==> src/fsd_pkg.sv <==
// Constants, timing counts and sector decoding for the flash host controller.
// Assumes a 250 MHz core clock; every pin timing is counted in its cycles.
// Function
// [RL1] Device sleeps after address stable access+30ns
// [RL2] Sleep depends only on address stability
// [RL3] Sleeping device keeps driving latched data
// [RL4] Held reset aborts, tri-states, ignores commands
// [RL5] Hardware reset returns device to read-array
// [RL6] Host reissues operation aborted by reset
// [RL7] Reset during algorithm keeps busy until ready
// [RL8] Idle reset completes within shorter ready time
// [RL9] Host waits recovery time before reading
// [RL10] Host may poll ready/busy for reset end
// [RL11] Output-enable high tri-states device data pins
// [RL12] Top boot: bank 111 is bank one
// [RL13] Top bank one, A15 low sector map
// [RL14] Top bank one, A15 high sector map
// [RL15] Bottom boot: bank 000 is bank one
// [RL16] Bottom bank one, A15 low sector map
// [RL17] Bottom bank one, A15 high sector map
// [RL18] Byte mode adds A-1 below A0
// [RL19] Byte mode: upper lanes idle, top lane A-1
// [RL20] Power-up and reset enter read-array state
// [RL21] Device timings kept as named parameters
// [RL22] Short reset pulse may be ignored
package fsd_pkg;

  // ==========================================================================
  // Timing
  localparam int CLK_PERIOD_NS       = 4;
  localparam int T_ACC_NS            = 90; // [RL21]
  localparam int T_SLEEP_EXTRA_NS    = 30;
  localparam int T_WP_NS             = 35;
  localparam int T_WPH_NS            = 30;
  localparam int T_RP_NS             = 500;
  localparam int T_RH_NS             = 50;
  localparam int T_READY_NONALG_NS   = 500;
  localparam int T_READY_ALG_NS      = 20000;
  localparam int SYNC_LAT_CYC        = 3;

  // Least times round up
  localparam int ACC_CYC   = (T_ACC_NS + CLK_PERIOD_NS - 1) / CLK_PERIOD_NS;
  localparam int SLEEP_CYC = (T_ACC_NS + T_SLEEP_EXTRA_NS + CLK_PERIOD_NS - 1) / CLK_PERIOD_NS;
  localparam int WP_CYC    = (T_WP_NS + CLK_PERIOD_NS - 1) / CLK_PERIOD_NS;
  localparam int WPH_CYC   = (T_WPH_NS + CLK_PERIOD_NS - 1) / CLK_PERIOD_NS;
  localparam int RP_CYC    = (T_RP_NS + CLK_PERIOD_NS - 1) / CLK_PERIOD_NS;
  localparam int RH_CYC    = (T_RH_NS + CLK_PERIOD_NS - 1) / CLK_PERIOD_NS;
  // Longest waits round down
  localparam int READY_NONALG_CYC = T_READY_NONALG_NS / CLK_PERIOD_NS;
  localparam int READY_ALG_CYC    = T_READY_ALG_NS / CLK_PERIOD_NS;

  // ==========================================================================
  // Commands and pin enables
  localparam logic [1:0]  OP_READ      = 2'h0;
  localparam logic [1:0]  OP_WRITE     = 2'h1;
  localparam logic [1:0]  OP_RESET     = 2'h2;
  localparam logic [15:0] DQ_OE_WORD   = 16'hFFFF;
  localparam logic [15:0] DQ_OE_BYTE   = 16'h80FF;
  localparam logic [15:0] DQ_OE_ADDR   = 16'h8000;
  localparam logic [15:0] DQ_OE_NONE   = 16'h0000;
  localparam logic [4:0]  TOP_B1_BASE  = 5'h0E;
  localparam logic [4:0]  BOT_B2_BASE  = 5'h06;
  localparam logic [2:0]  TOP_B1_CODE  = 3'h7;
  localparam logic [2:0]  BOT_B1_CODE  = 3'h0;

  typedef enum logic [6:0] {
    ST_IDLE     = 7'b0000001,
    ST_READ     = 7'b0000010,
    ST_WRITE    = 7'b0000100,
    ST_WREC     = 7'b0001000,
    ST_RST_LOW  = 7'b0010000,
    ST_RST_WAIT = 7'b0100000,
    ST_RST_REC  = 7'b1000000
  } fsd_state_e;

  // ==========================================================================
  // Sector decoding; a holds A18:A12
  function automatic logic is_bank1(input logic [6:0] a, input logic top);
    is_bank1 = top ? (a[6:4] == TOP_B1_CODE) : (a[6:4] == BOT_B1_CODE); // [RL12] [RL15]
  endfunction

  function automatic logic [4:0] sector_of(input logic [6:0] a, input logic top);
    logic [4:0] sub;
    sub = 5'h00;
    if (!a[3]) begin
      case (a[2:1])
        2'b00:   sub = 5'h00;                   // [RL13] [RL16]
        2'b11:   sub = {4'h1, a[0]};            // [RL13] [RL16]
        default: sub = 5'h01;                   // [RL13] [RL16]
      endcase
    end else begin
      case (a[2:1])
        2'b00:   sub = {4'h2, a[0]};            // [RL14] [RL17]
        2'b11:   sub = 5'h07;                   // [RL14] [RL17]
        default: sub = 5'h06;                   // [RL14] [RL17]
      endcase
    end
    if (is_bank1(a, top))
      sector_of = top ? 5'(sub + TOP_B1_BASE) : sub;
    else
      sector_of = top ? {1'b0, a[6:3]} : 5'({1'b0, a[6:3]} + BOT_B2_BASE); // [RL12] [RL15]
  endfunction

endpackage

==> src/fsd_dec_if.sv <==
// Interface between the host controller and its sector decoder.
// Assumes both ends run on the same core clock.
`timescale 1ns/1ns
interface fsd_dec_if;
  logic [6:0] addr_hi;
  logic       top_boot;
  logic       bank2;
  logic [4:0] sector;

  modport dec  (input addr_hi, input top_boot, output bank2, output sector);
  modport user (output addr_hi, output top_boot, input bank2, input sector);
endinterface

==> src/fsd_host.sv <==
// Host controller that drives a dual-bank parallel flash through its pins.
// Assumes an asynchronous device; pin inputs pass a three-stage synchroniser.
`timescale 1ns/1ns
module fsd_host #(
  parameter int READY_ALG_LIMIT = fsd_pkg::READY_ALG_CYC
) (
  input  wire logic        CORE_CLK_IN,
  input  wire logic        NRST_IN,
  input  wire logic        REQ_IN,
  input  wire logic [1:0]  OP_IN,
  input  wire logic [19:0] ADDR_IN,
  input  wire logic [15:0] WDATA_IN,
  input  wire logic        BYTE_MODE_IN,
  input  wire logic        TOP_BOOT_IN,
  output logic             READY_OUT,
  output logic             DONE_OUT,
  output logic [15:0]      RDATA_OUT,
  output logic             ABORTED_OUT,
  output logic             ASLEEP_OUT,
  output logic             BANK2_OUT,
  output logic [4:0]       SECTOR_OUT,
  output logic [18:0]      FL_ADDR_OUT,
  output logic             FL_CE_N_OUT,
  output logic             FL_OE_N_OUT,
  output logic             FL_WE_N_OUT,
  output logic             FL_RESET_N_OUT,
  output logic             FL_BYTE_N_OUT,
  input  wire logic [15:0] FL_DQ_IN,
  output logic [15:0]      FL_DQ_OUT,
  output logic [15:0]      FL_DQ_OE_OUT,
  input  wire logic        FL_READY_BUSY_N_IN
);
  import fsd_pkg::*;

  fsd_state_e  state_reg;
  fsd_state_e  state_next;
  logic [15:0] cnt_reg;
  logic [15:0] stable_cnt_reg;
  logic        was_busy_reg;
  logic        byte_reg;
  logic        rb_s1_reg;
  logic        rb_s2_reg;
  logic        rb_s3_reg;
  logic        rb_reg;
  logic [15:0] dq_s1_reg;
  logic [15:0] dq_s2_reg;
  logic [15:0] dq_s3_reg;
  logic [15:0] dq_reg;
  logic [15:0] dq_now;
  logic        accept;
  logic [15:0] rst_limit;

  fsd_dec_if dec_if ();

  fsd_sector_dec u_dec (
    .CORE_CLK_IN (CORE_CLK_IN),
    .NRST_IN     (NRST_IN),
    .dec         (dec_if.dec)
  );

  assign dec_if.addr_hi  = FL_ADDR_OUT[18:12];
  assign dec_if.top_boot = TOP_BOOT_IN;
  assign BANK2_OUT       = dec_if.bank2;
  assign SECTOR_OUT      = dec_if.sector;

  assign accept    = REQ_IN && (state_reg == ST_IDLE);
  // Busy at reset means an algorithm was cut short, so allow the long wait
  assign rst_limit = was_busy_reg ? 16'(READY_ALG_LIMIT) : 16'(READY_NONALG_CYC); // [RL7] [RL8]
  // Value that counts this cycle, so a read ending now already takes fresh data
  assign dq_now    = (dq_s2_reg == dq_s3_reg) ? dq_s3_reg : dq_reg;

  // ==========================================================================
  // Pin synchronisers: a change counts once stages two and three agree
  always_ff @(posedge CORE_CLK_IN or negedge NRST_IN) begin
    if (!NRST_IN) begin
      rb_s1_reg <= 1'b1;
      rb_s2_reg <= 1'b1;
      rb_s3_reg <= 1'b1;
      rb_reg    <= 1'b1;
    end else begin
      rb_s1_reg <= FL_READY_BUSY_N_IN;
      rb_s2_reg <= rb_s1_reg;
      rb_s3_reg <= rb_s2_reg;
      if (rb_s2_reg == rb_s3_reg)
        rb_reg <= rb_s3_reg;
    end
  end

  always_ff @(posedge CORE_CLK_IN or negedge NRST_IN) begin
    if (!NRST_IN) begin
      dq_s1_reg <= 16'h0000;
      dq_s2_reg <= 16'h0000;
      dq_s3_reg <= 16'h0000;
      dq_reg    <= 16'h0000;
    end else begin
      dq_s1_reg <= FL_DQ_IN;
      dq_s2_reg <= dq_s1_reg;
      dq_s3_reg <= dq_s2_reg;
      dq_reg    <= dq_now;
    end
  end

  // ==========================================================================
  // Sequencer
  always_comb begin
    state_next = state_reg;
    case (state_reg)
      ST_IDLE: begin
        if (accept) begin
          case (OP_IN)
            OP_READ:  state_next = ST_READ;
            OP_WRITE: state_next = ST_WRITE;
            OP_RESET: state_next = ST_RST_LOW;
            default:  state_next = ST_IDLE;
          endcase
        end
      end
      ST_READ:     if (cnt_reg >= 16'(ACC_CYC + SYNC_LAT_CYC)) state_next = ST_IDLE;
      ST_WRITE:    if (cnt_reg >= 16'(WP_CYC)) state_next = ST_WREC;
      ST_WREC:     if (cnt_reg >= 16'(WPH_CYC)) state_next = ST_IDLE;
      ST_RST_LOW:  if (cnt_reg >= 16'(RP_CYC)) state_next = ST_RST_WAIT; // [RL4] [RL22]
      ST_RST_WAIT: begin
        // Ready seen early ends the wait; the limit caps it
        if ((rb_reg && cnt_reg >= 16'(RP_CYC + SYNC_LAT_CYC)) || cnt_reg >= rst_limit)
          state_next = ST_RST_REC; // [RL10] [RL7] [RL8]
      end
      ST_RST_REC:  if (cnt_reg >= 16'(RH_CYC)) state_next = ST_IDLE; // [RL9]
      default:     state_next = ST_IDLE;
    endcase
  end

  always_ff @(posedge CORE_CLK_IN or negedge NRST_IN) begin
    if (!NRST_IN)
      state_reg <= ST_IDLE;
    else
      state_reg <= state_next;
  end

  // Counter runs on across reset low and wait so the limit spans from assertion
  always_ff @(posedge CORE_CLK_IN or negedge NRST_IN) begin
    if (!NRST_IN)
      cnt_reg <= 16'h0000;
    else if (state_next != state_reg && state_next != ST_RST_WAIT)
      cnt_reg <= 16'h0001;
    else if (cnt_reg != 16'hFFFF)
      cnt_reg <= 16'(cnt_reg + 16'h0001);
  end

  // ==========================================================================
  // Pin drive
  always_ff @(posedge CORE_CLK_IN or negedge NRST_IN) begin
    if (!NRST_IN) begin
      FL_ADDR_OUT   <= 19'h00000;
      FL_DQ_OUT     <= 16'h0000;
      byte_reg      <= 1'b0;
      FL_BYTE_N_OUT <= 1'b1;
    end else if (accept) begin
      byte_reg      <= BYTE_MODE_IN;
      FL_BYTE_N_OUT <= !BYTE_MODE_IN;
      // Byte mode shifts the address down one and sends A-1 on the top data lane
      FL_ADDR_OUT   <= BYTE_MODE_IN ? ADDR_IN[19:1] : ADDR_IN[18:0]; // [RL18]
      FL_DQ_OUT     <= BYTE_MODE_IN ? {ADDR_IN[0], 7'h00, WDATA_IN[7:0]} : WDATA_IN; // [RL19]
    end
  end

  always_ff @(posedge CORE_CLK_IN or negedge NRST_IN) begin
    if (!NRST_IN) begin
      FL_CE_N_OUT    <= 1'b1;
      FL_OE_N_OUT    <= 1'b1;
      FL_WE_N_OUT    <= 1'b1;
      FL_RESET_N_OUT <= 1'b1;
      FL_DQ_OE_OUT   <= DQ_OE_NONE;
    end else begin
      FL_CE_N_OUT    <= !(state_next == ST_READ || state_next == ST_WRITE);
      FL_OE_N_OUT    <= !(state_next == ST_READ);
      FL_WE_N_OUT    <= !(state_next == ST_WRITE);
      FL_RESET_N_OUT <= !(state_next == ST_RST_LOW); // [RL4]
      // Data lanes only driven while the device output is disabled, except the top lane, which carries A-1 in byte mode
      if (state_next == ST_WRITE || state_next == ST_WREC)
        FL_DQ_OE_OUT <= (accept ? BYTE_MODE_IN : byte_reg) ? DQ_OE_BYTE : DQ_OE_WORD; // [RL11]
      else if (accept ? BYTE_MODE_IN : byte_reg)
        FL_DQ_OE_OUT <= DQ_OE_ADDR; // [RL19]
      else
        FL_DQ_OE_OUT <= DQ_OE_NONE; // [RL11]
    end
  end

  // ==========================================================================
  // User side
  always_ff @(posedge CORE_CLK_IN or negedge NRST_IN) begin
    if (!NRST_IN) begin
      READY_OUT <= 1'b0;
      DONE_OUT  <= 1'b0;
      RDATA_OUT <= 16'h0000;
    end else begin
      READY_OUT <= (state_next == ST_IDLE);
      DONE_OUT  <= (state_reg != ST_IDLE) && (state_next == ST_IDLE);
      // No command needed before a read once reset recovery is over
      if (state_reg == ST_READ && state_next == ST_IDLE)
        RDATA_OUT <= byte_reg ? {8'h00, dq_now[7:0]} : dq_now; // [RL5] [RL20]
    end
  end

  // Flags an aborted program or erase so the user can reissue it
  always_ff @(posedge CORE_CLK_IN or negedge NRST_IN) begin
    if (!NRST_IN) begin
      was_busy_reg <= 1'b0;
      ABORTED_OUT  <= 1'b0;
    end else if (accept && OP_IN == OP_RESET) begin
      was_busy_reg <= !rb_reg;
      ABORTED_OUT  <= !rb_reg; // [RL6]
    end else if (accept) begin
      ABORTED_OUT  <= 1'b0;
    end
  end

  // Address-stable time tells when the device will have dropped to sleep;
  // control pins play no part, and read data stays valid meanwhile
  always_ff @(posedge CORE_CLK_IN or negedge NRST_IN) begin
    if (!NRST_IN) begin
      stable_cnt_reg <= 16'h0000;
      ASLEEP_OUT     <= 1'b0;
    end else if (accept && (BYTE_MODE_IN ? ADDR_IN[19:1] : ADDR_IN[18:0]) != FL_ADDR_OUT) begin
      stable_cnt_reg <= 16'h0000; // [RL2]
      ASLEEP_OUT     <= 1'b0; // [RL3]
    end else begin
      if (stable_cnt_reg != 16'hFFFF)
        stable_cnt_reg <= 16'(stable_cnt_reg + 16'h0001);
      ASLEEP_OUT <= (stable_cnt_reg >= 16'(SLEEP_CYC)); // [RL1]
    end
  end
endmodule

==> src/fsd_sector_dec.sv <==
// Registered bank and sector decoder for the flash address pins.
// Assumes addr_hi carries A18:A12 as driven on the pins.
`timescale 1ns/1ns
module fsd_sector_dec (
  input  wire logic CORE_CLK_IN,
  input  wire logic NRST_IN,
  fsd_dec_if.dec    dec
);
  import fsd_pkg::*;

  // ==========================================================================
  // Decode
  always_ff @(posedge CORE_CLK_IN or negedge NRST_IN) begin
    if (!NRST_IN) begin
      dec.bank2  <= 1'b0;
      dec.sector <= 5'h00;
    end else begin
      dec.bank2  <= !is_bank1(dec.addr_hi, dec.top_boot);     // [RL12] [RL15]
      dec.sector <= sector_of(dec.addr_hi, dec.top_boot);
    end
  end
endmodule
==> config.mk <==
export PLATFORM = sky130hd
export DESIGN_NAME = fsd_host
export DESIGN_NICKNAME = d
export VERILOG_FILES = /design/src/fsd_pkg.sv /design/src/fsd_dec_if.sv /design/src/fsd_host.sv /design/src/fsd_sector_dec.sv
export SDC_FILE = /design/constraint.sdc
export NUM_CORES = 1
export LEC_CHECK = 0
export BUFFER_PORTS_ARGS = -buffer_cell sky130_fd_sc_hd__buf_2
export CORE_AREA = 2 2 157 159
export CTS_CLUSTER_DIAMETER = 30
export DETAILED_ROUTE_END_ITERATION = 6
export DIE_AREA = 0 0 159 161
export GPL_TIMING_DRIVEN = 0
export PLACE_DENSITY_LB_ADDON = 0.12
export SLEW_MARGIN = 20
export SYNTH_ARGS = -nofsm -noshare
export SYNTH_HDL_FRONTEND = slang
export SYNTH_HIERARCHICAL = 1
export SYNTH_SLANG_ARGS = --single-unit
==> constraint.sdc <==
create_clock -name CORE_CLK_IN -period 2.1 [get_ports CORE_CLK_IN]
set_input_delay 0.21 -clock CORE_CLK_IN [delete_from_list [all_inputs] [get_ports CORE_CLK_IN]]
set_output_delay 0.21 -clock CORE_CLK_IN [all_outputs]
set_load 0.01 [all_outputs]
Word-level counts from Yosys, hierarchy flattened
Cells that the tools add are included.
- output and inout port bits: 82
- logic and storage cells: 119
- bits in registers: 191
- input bits: 60
- muxes and demuxes: 32
- reductions and logical operators: 23
- add/subtract/negate cells: 4
- $lt $le $gt $ge: 8
- equality and inequality tests: 24
- operators by type and width (cell ; count):
    16-bit 2-to-1 mux ; 9
    7-bit 2-to-1 mux ; 7
    7-bit case mux with 7 select lines ; 1
    16-bit by 4-bit >= comparator with 1-bit output (second input constant) ; 3
    16-bit by 1-bit adder with 16-bit output (second input constant) ; 2
    16-bit by 5-bit >= comparator with 1-bit output (second input constant) ; 2
    16-bit != test (second input constant) ; 2
    5-bit 2-to-1 mux ; 4
    19-bit 2-to-1 mux ; 1
    19-bit != test ; 1
    16-bit == test ; 1
    16-bit by 13-bit >= comparator with 1-bit output ; 1
    16-bit by 7-bit >= comparator with 1-bit output (second input constant) ; 1
    16-bit by 8-bit >= comparator with 1-bit output (second input constant) ; 1
    15-bit 2-to-1 mux ; 1
    5-bit case mux with 3 select lines ; 1
    7-bit by 1-bit == test with 1-bit output (second input constant) ; 2
    7-bit by 2-bit == test with 1-bit output (second input constant) ; 2
    7-bit by 3-bit == test with 1-bit output (second input constant) ; 2
    7-bit by 4-bit == test with 1-bit output (second input constant) ; 2
    7-bit by 5-bit == test with 1-bit output (second input constant) ; 2
    13-bit 2-to-1 mux ; 1
    2-bit case mux with 2 select lines ; 2
    7-bit by 6-bit == test with 1-bit output (second input constant) ; 1
    other kinds (17) ; 39

Logic depth before layout (Yosys ltp)
Gate-level depths: netlist of the first run.
- depth after elaboration: 8
- gate-level depth with buffers: 10
- gate-level depth less buffers: 9

Cells and area by module
Netlist of the first run, hierarchy kept.
- by module, submodules not included (module ; seq. area each (µm²) ; area an instance (µm²) ; times used ; cells an instance):
    fsd_host ; 4316.6 ; 7771.2 ; 1 ; 683
    fsd_sector_dec ; 150.1 ; 465.4 ; 1 ; 45

Worst setup path after synthesis of the first run
OpenSTA, ideal clock, no wires.
- path kind: register to register
- start point: reg cnt_reg[12]
- end point: reg cnt_reg[4]
- buffers on the path: 1
- clock period less this slack: 2.259 ns
- stages on the path, launching flop included: 9
- setup time: 0.072 ns
- data required time: 2.028 ns
- arrival: 2.187 ns
- slack: -0.159 ns
- cell sequence: dfrtp_1 nor4_4 nand4_4 or4b_4 o211a_1 o21ai_2 a31oi_4 buf_6 nor2_1
- longest elaborated chain between the ends: 8
- elaborated cells on any way between the ends: 22
- those cells by class: order compare: 7; eq/ne: 3; mux: 8; reduce/logical: 4
- RTL lines (item ; line ; RTL):
    from (decl) ; fsd_host.sv:37 ; logic [15:0] cnt_reg;
    from (signal assigned) ; fsd_host.sv:146 ; cnt_reg <= 16'(cnt_reg + 16'h0001);
    16-bit by 8-bit >= comparator with 1-bit output ; fsd_host.sv:124 ; if ((rb_reg && cnt_reg >= 16'(RP_CYC + SYNC_LAT_CYC)) || cnt_reg >= rst_limit)
    1-bit logical AND ; fsd_host.sv:124 ;
    1-bit logical OR ; fsd_host.sv:124 ;
    7-bit 2-to-1 mux ; fsd_host.sv:124 ;
    7-bit case mux with 7 select lines ; fsd_host.sv:107 ; case (state_reg)
    7-bit != test / 7-bit by 6-bit != test with 1-bit output (equally long branches) ; fsd_host.sv:143 ; else if (state_next != state_reg && state_next != ST_RST_WAIT)
    1-bit logical AND ; fsd_host.sv:143 ;
    16-bit 2-to-1 mux / 2-bit nonzero test (equally long branches) ; - ;
Several ways; a longest one is shown, not always the timed one.
A chain may end at the register's enable or synchronous reset.

Worst setup path in the final report of the first run
- start point: reg cnt_reg[7]
- end point: reg cnt_reg[10]
Same word-level chain as after synthesis.

==> metrics.txt, run 1 <==
outcome finished with violations; failing checks setup timing; clock latency on the worst-skew pair 0.43 ns; layout cells sized above 1 37.81%; fin area 11060 um^2; Tot GR Track Use 16.56%; placed cells 1195; Levels on crit path 7; Hold Path Cell Cnt 2; core box area 23960 um^2; Post-synth ARST share 100.0%; final non-filler cell total 1292; Layout Utilization 46.17%; Adder-Cell Fraction of Synth Area 3.463%; Reg clk slew, reported paths 0.08 ns; # IOs 142; Syn Inst Count 728; CTS H-tree lvls 4; Lkg Pwr 0.005210 uW; multiplexer share of the synthesized area 8.385%; RSZ-0062 raised after global routing true; CP startpoint kind register; syn nets 810; die width 159 um; total CTS buffers 17; synth-to-layout area growth 34.32%; fmax 0.4190 GHz; total power 11980 uW; Final Hold Vio Count 0; flops & latches, synth 178; initial antenna violation count 0; # port buffers 141; Final period util 113.7%; Hold Path Class input pin to register; first-pass GRT wire length 34090 um; First-pass DRT Iterations 4; Slowest cell on crit path or4b_4; max incr delay on CP 0.55 ns; Largest Register FL_ADDR_OUT; largest net degree at the start of global routing 91; delay-heaviest family, CP simple AND/OR/NAND/NOR gates; worst hold margin 0.01955 ns; # DRC 0; Largest register FFs 19; largest family of logic cells by synthesized area simple AND/OR/NAND/NOR gates; Routed wire per std cell 15.98 um; Post-Syn Area 8237 um^2; CTS tree built; Initial Utilization 34.37%; setup ws final -0.2869 ns; Compound-Gate Fraction of Synth Area 8.097%; maximum vdd drop 0.0005695 V; data arrival time of the worst path 2.73 ns; CP Capture Type register; ANT nets after route 0; row cnt 57; Iter 0 DRT Violations 216; placed inst area 9424 um^2; vias in the first global route 6239; Synth cell types 70; gr ovfl total 0; n_diodes 0; Max Cap Viol 0; Slew HR 52.63%; Cell Chain, Critical Path nor4_4 -> nand4_4 -> or4b_4 -> o211a_1 -> o21ai_2 -> a31oi_4 -> a311oi_2; GP Congestion 0.7758; Cell Pwr Density 1083 nW/um^2; Synth warnings 6; nets@finish 1037; Seq/Total Area, Yosys 54.23%; Clock Path Buffers 2; Synth Flop Type dfrtp_1; minimum clock period 2.387 ns; dpl hpwl 14030 um; syn_area_per_cell 11.31 um^2; simple-gate area share of the yosys netlist 15.21%; via-per-instance ratio 4.759; Die ar. 25600 um^2; CP Buf/Inv Count 0; clock tree root driver cell clkbuf_16; fin. max-slew vios 0; die height 161 um; Post-synth EDFFs 0; Required @ worst endpoint 2.44 ns; clock skew 0.01199 ns; clock sink count 178; vias 6148; WS Path Type register to register; final setup fails 23; Slew @ Worst Pin 0.7106 ns; Synth Area in XOR/XNOR 6.912%; Worst Path Max Fanout 8; reg2reg path depth 7; Routed WL 20650 um
## path summary, 6_finish.rpt
path                              startpoint  slack (ns)           end
worst max-delay path              cnt_reg[7]       -0.29   cnt_reg[10]
worst min-delay path             WDATA_IN[0]        0.02  FL_DQ_OUT[0]
worst max register to register    cnt_reg[7]       -0.29   cnt_reg[10]
worst min register to register  dq_s1_reg[3]        0.34  dq_s2_reg[3]
max in group asynchronous            NRST_IN        0.87  state_reg[3]
min in group asynchronous            NRST_IN        0.40  FL_DQ_OUT[2]
## kinds of logic (layout without fill, tap and decap cells)
group | after synthesis | in the layout
AND/OR/NAND/NOR | 233 | 233
flip-flops | 178 | 178
AO/OA/AOI/OAI | 104 | 104
XOR/XNOR | 65 | 65
multiplexers | 63 | 63
buffers and inverters | 62 | 302
adder cells (fa/ha/maj) | 23 | 23
## area by class of cell
cell class              count  area [um^2]
clock inverters            15        212.7
flip-flops and latches    178         4479
fillers                  2324        12900
plain buffers              36        249.0
inverters                  25        96.34
repair buffers            209         1394
well taps                 324        405.4
multi-input cells         488         3801
clock buffers              17        425.4
## stage by stage
step / setup WS, ns / setup TNS (ns)
6_report: -0.2869 / -4.682
4_1_cts: -0.2702 / -4.664
5_1_grt: -0.4152 / -8.079
2_1_floorplan: -0.1140 / -1.571
3_3_place_gp: -2.282 / -440.80
3_5_place_dp: -0.8654 / -51.14
## synth_stat cells, drive strengths merged (2+ instances only)
cell | instances | area share, %
a211oi | 7 | 0.64
a21o | 2 | 0.18
a21oi | 12 | 0.73
a311oi | 2 | 0.29
a31oi | 3 | 0.41
a41o | 2 | 0.24
and2 | 5 | 0.38
and3 | 11 | 0.90
and4 | 2 | 0.21
buf | 24 | 2.0
clkbuf | 13 | 0.59
dfrtp | 168 | 51
dfstp | 10 | 3.2
ha | 22 | 3.3
inv | 25 | 1.1
mux2 | 35 | 4.8
mux2i | 27 | 3.3
nand2 | 54 | 2.5
nand2b | 21 | 1.6
nand3 | 23 | 1.4
nand3b | 3 | 0.27
nand4 | 18 | 1.5
nor2 | 52 | 2.4
nor2b | 3 | 0.23
nor3 | 15 | 0.97
nor3b | 2 | 0.32
nor4 | 14 | 1.3
nor4b | 3 | 0.39
o2111ai | 2 | 0.21
o21ai | 52 | 3.2
o22ai | 2 | 0.15
o311a | 2 | 0.26
o31ai | 7 | 0.64
or3 | 2 | 0.15
xnor2 | 17 | 1.8
xor2 | 48 | 5.1
## power breakdown
| group | internal [uW] | switching (uW) |
|---|---|---|
| clock network | 1680 | 1700 |
| registers | 4060 | 592 |
| logic | 1880 | 2080 |
| total | 7610 | 4370 |
## cell usage in the layout, fill, tap and decap left out, drive strengths merged, types with 3 or more instances in the layout
cell	instances
and3	11
nand2	54
nor4	14
clkinv	5
nor3	15
xnor2	17
a211oi	7
dlygate4sd3	24
a31oi	3
xor2	48
nand2b	21
clkbuf	28
nor2b	3
nor2	52
dfstp	10
nand3b	3
nand4	18
o31ai	7
dfrtp	168
inv	35
ha	22
and2	5
mux2	35
a21oi	12
nand3	23
mux2i	27
nor4b	3
buf	210
o21ai	52
## metal layers
metal	vias up	GRT usage, %	part of all wire [%]
met5	-	0	0
met3	10	3.236	3.2
met4	0	4.132	0.83
li1	2997	-	-
met2	98	26.74	48
met1	3043	23.06	48
## repair_timing
item / CTS / global route
endpoints found under the hold margin: 105 / 0
endpoints found under the setup margin: 118 / 71
gates cloned: 1 / 1
pin swaps: 14 / 10
resized for setup: 71 / 47
hold buffers: 24 / 0
buffers inserted: 19 / 21
Power figures use the tool's default switching activity.
==> run 2, diff against run 1 <==
--- a/config.mk
+++ b/config.mk
@@ -7,6 +7,7 @@
 export LEC_CHECK = 0
 export BUFFER_PORTS_ARGS = -buffer_cell sky130_fd_sc_hd__buf_2
 export CORE_AREA = 2 2 157 159
+export CTS_BUF_LIST = sky130_fd_sc_hd__clkbuf_4 sky130_fd_sc_hd__clkbuf_8
 export CTS_CLUSTER_DIAMETER = 30
 export DETAILED_ROUTE_END_ITERATION = 6
 export DIE_AREA = 0 0 159 161
==> metrics.txt, run 2 (synthesis results as in run 1) <==
Iter 0 DRT Violations 286; Clk network pwr share 23.3%; maximum vdd drop 0.0004314 V; fin. max-slew vios 0; Routed WL 20680 um; Tot GR Track Use 16.68%; n_diodes 0; max incr delay on CP 0.55 ns; nets@finish 1042; # DRC 0; CP Buf/Inv Count 1; Max Cap Viol 0; Cell Chain, Critical Path nor4_4 -> nand4_4 -> or4b_4 -> o211a_1 -> o21ai_2 -> a31oi_4 -> buf_6 -> nor2_2; fmax 0.4195 GHz; Gate power share 34.8%; ANT nets after route 0; final setup fails 25; first-pass GRT wire length 34230 um; dpl hpwl 14030 um; commonest non-fill, non-tap cell in the layout dfrtp_1; die height 161 um; minimum clock period 2.384 ns; vias 6163; largest net degree at the start of global routing 91; Slew @ Worst Pin 0.7021 ns; total power 11120 uW; switch share 38.42%; core box area 23960 um^2; internal cell power 6845 uW; outcome finished with violations; data arrival time of the worst path 2.79 ns; Initial Utilization 34.37%; Seq. cell area 4477 um^2; setup ws final -0.2838 ns; Worst Path Max Fanout 8; die width 159 um; Flop pwr share 41.9%; via-per-instance ratio 4.752; RSZ-0062 raised after global routing true; clock sink count 178; Slowest cell on crit path or4b_4; Cell Pwr Density 1021 nW/um^2; Clock Path Buffers 2; # port buffers 141; Final period util 113.5%; CP startpoint kind register; clock skew 0.01697 ns; gr ovfl total 0; CP Capture Type register; Routed wire per std cell 15.94 um; initial antenna violation count 0; # fillers 2343; Largest Register FL_ADDR_OUT; failing checks setup timing; WS Path Type register to register; First-pass DRT Iterations 5; GP Congestion 0.7758; synth-to-layout area growth 32.16%; Final Hold Vio Count 0; Hold Path Class input pin to register; Slew HR 53.20%; area of the multi-input gates 3756 um^2; setup total negative slack -4.750 ns; most frequent cells in the layout 160 x dfrtp_1, 146 x buf_2, 50 x nand2_1, 48 x xor2_1, 44 x o21ai_0; Largest register FFs 19; CTS tree built; Required @ worst endpoint 2.50 ns; clock latency on the worst-skew pair 0.48 ns; Lkg Pwr 0.005140 uW; Reg clk slew, reported paths 0.11 ns; layout cells sized above 1 36.28%; vias in the first global route 6304; delay-heaviest family, CP simple AND/OR/NAND/NOR gates; clock tree root driver cell clkbuf_8; CTS H-tree lvls 4; total CTS buffers 17; Die ar. 25600 um^2; # IOs 142; row cnt 57; NetSw 4270 uW
==> run 2: cell count changes in the layout (fill, tap and decap cells not counted), moves of 5 or more <==
cell | before | now
buf_4 | 46 | 41
clkbuf_16 | 18 | 1
dlygate4sd3_1 | 24 | 34
clkbuf_8 | 0 | 17
==> run 2: final cells by class <==
type                            instances  area share, %
Timing Repair Buffer                  214          13.38
Clock buffer                           17          2.149
Buffer                                 36          2.276
Sequential cell                       178          41.13
Tap cell                              324          3.724
Multi-Input combinational cell        488          34.51
Inverter                               25         0.8851
Clock inverter                         15          1.954
==> run 2: worst min-delay path: stages <==
cell     delay [ns]
buf_2          0.07
mux2i_1        0.05
o21ai_0        0.13
==> run 2: metal layers <==
metal / GRT usage, % / vias to the layer above / part of all wire [%]
li1: - / 3016 / -
met1: 23.03 / 3035 / 47
met2: 27.04 / 95 / 48
met3: 3.364 / 17 / 3.3
met4: 4.256 / 0 / 1.0
met5: 0 / - / 0
==> run 2: path summary, 6_finish.rpt <==
| path | startpoint | end | slack [ns] | cells after the start |
|---|---|---|---|---|
| worst min register to register | dq_s1_reg[3] | dq_s2_reg[3] | 0.34 | 0 |
| min in group asynchronous | NRST_IN | FL_DQ_OUT[2] | 0.35 | 3 |
| worst max-delay path | cnt_reg[7] | cnt_reg[7] | -0.28 | 8 |
| worst min-delay path | WDATA_IN[15] | FL_DQ_OUT[15] | 0.02 | 3 |
| max in group asynchronous | NRST_IN | state_reg[3] | 0.93 | 4 |
| worst max register to register | cnt_reg[7] | cnt_reg[7] | -0.28 | 8 |
==> run 2: power by group through the flow <==
| stage | Combinational, uW | Sequential (uW) | Clock (uW) |
|---|---|---|---|
| after floorplan | 1900 | 4780 | 0 |
| after global placement | 3260 | 4710 | 0 |
| after detailed placement | 3290 | 4710 | 0 |
| after CTS | 3700 | 4650 | 2690 |
| after global routing | 4290 | 4750 | 2860 |
| final | 3870 | 4650 | 2590 |
==> run 2: timing repair <==
item | 4_1_cts | 5_1_grt
gates resized for setup | 65 | 43
pin swaps | 12 | 8
hold buffers | 34 | 0
setup endpoints to repair | 118 | 75
endpoints found under the hold margin | 115 | 0
gates cloned | 1 | 1
buffers inserted | 19 | 16
==> run 2: metrics by stage <==
step / setup slack [ns] / hold slack (ns) / std cells / cell area [um^2] / utilization, %
after floorplan: -0.1140 / -0.08559 / 728 / 8248 / -
after global routing: -0.4045 / 0.02104 / 1297 / 10890 / 45.43
after CTS: -0.2787 / 0.003347 / 1281 / 10610 / 44.26
final: -0.2838 / 0.02456 / 1297 / 10890 / 45.43
after detailed placement: -0.8654 / 0.2758 / 1195 / 9424 / 39.33
after global placement: -2.282 / 0.3176 / 1193 / 9359 / 39.06
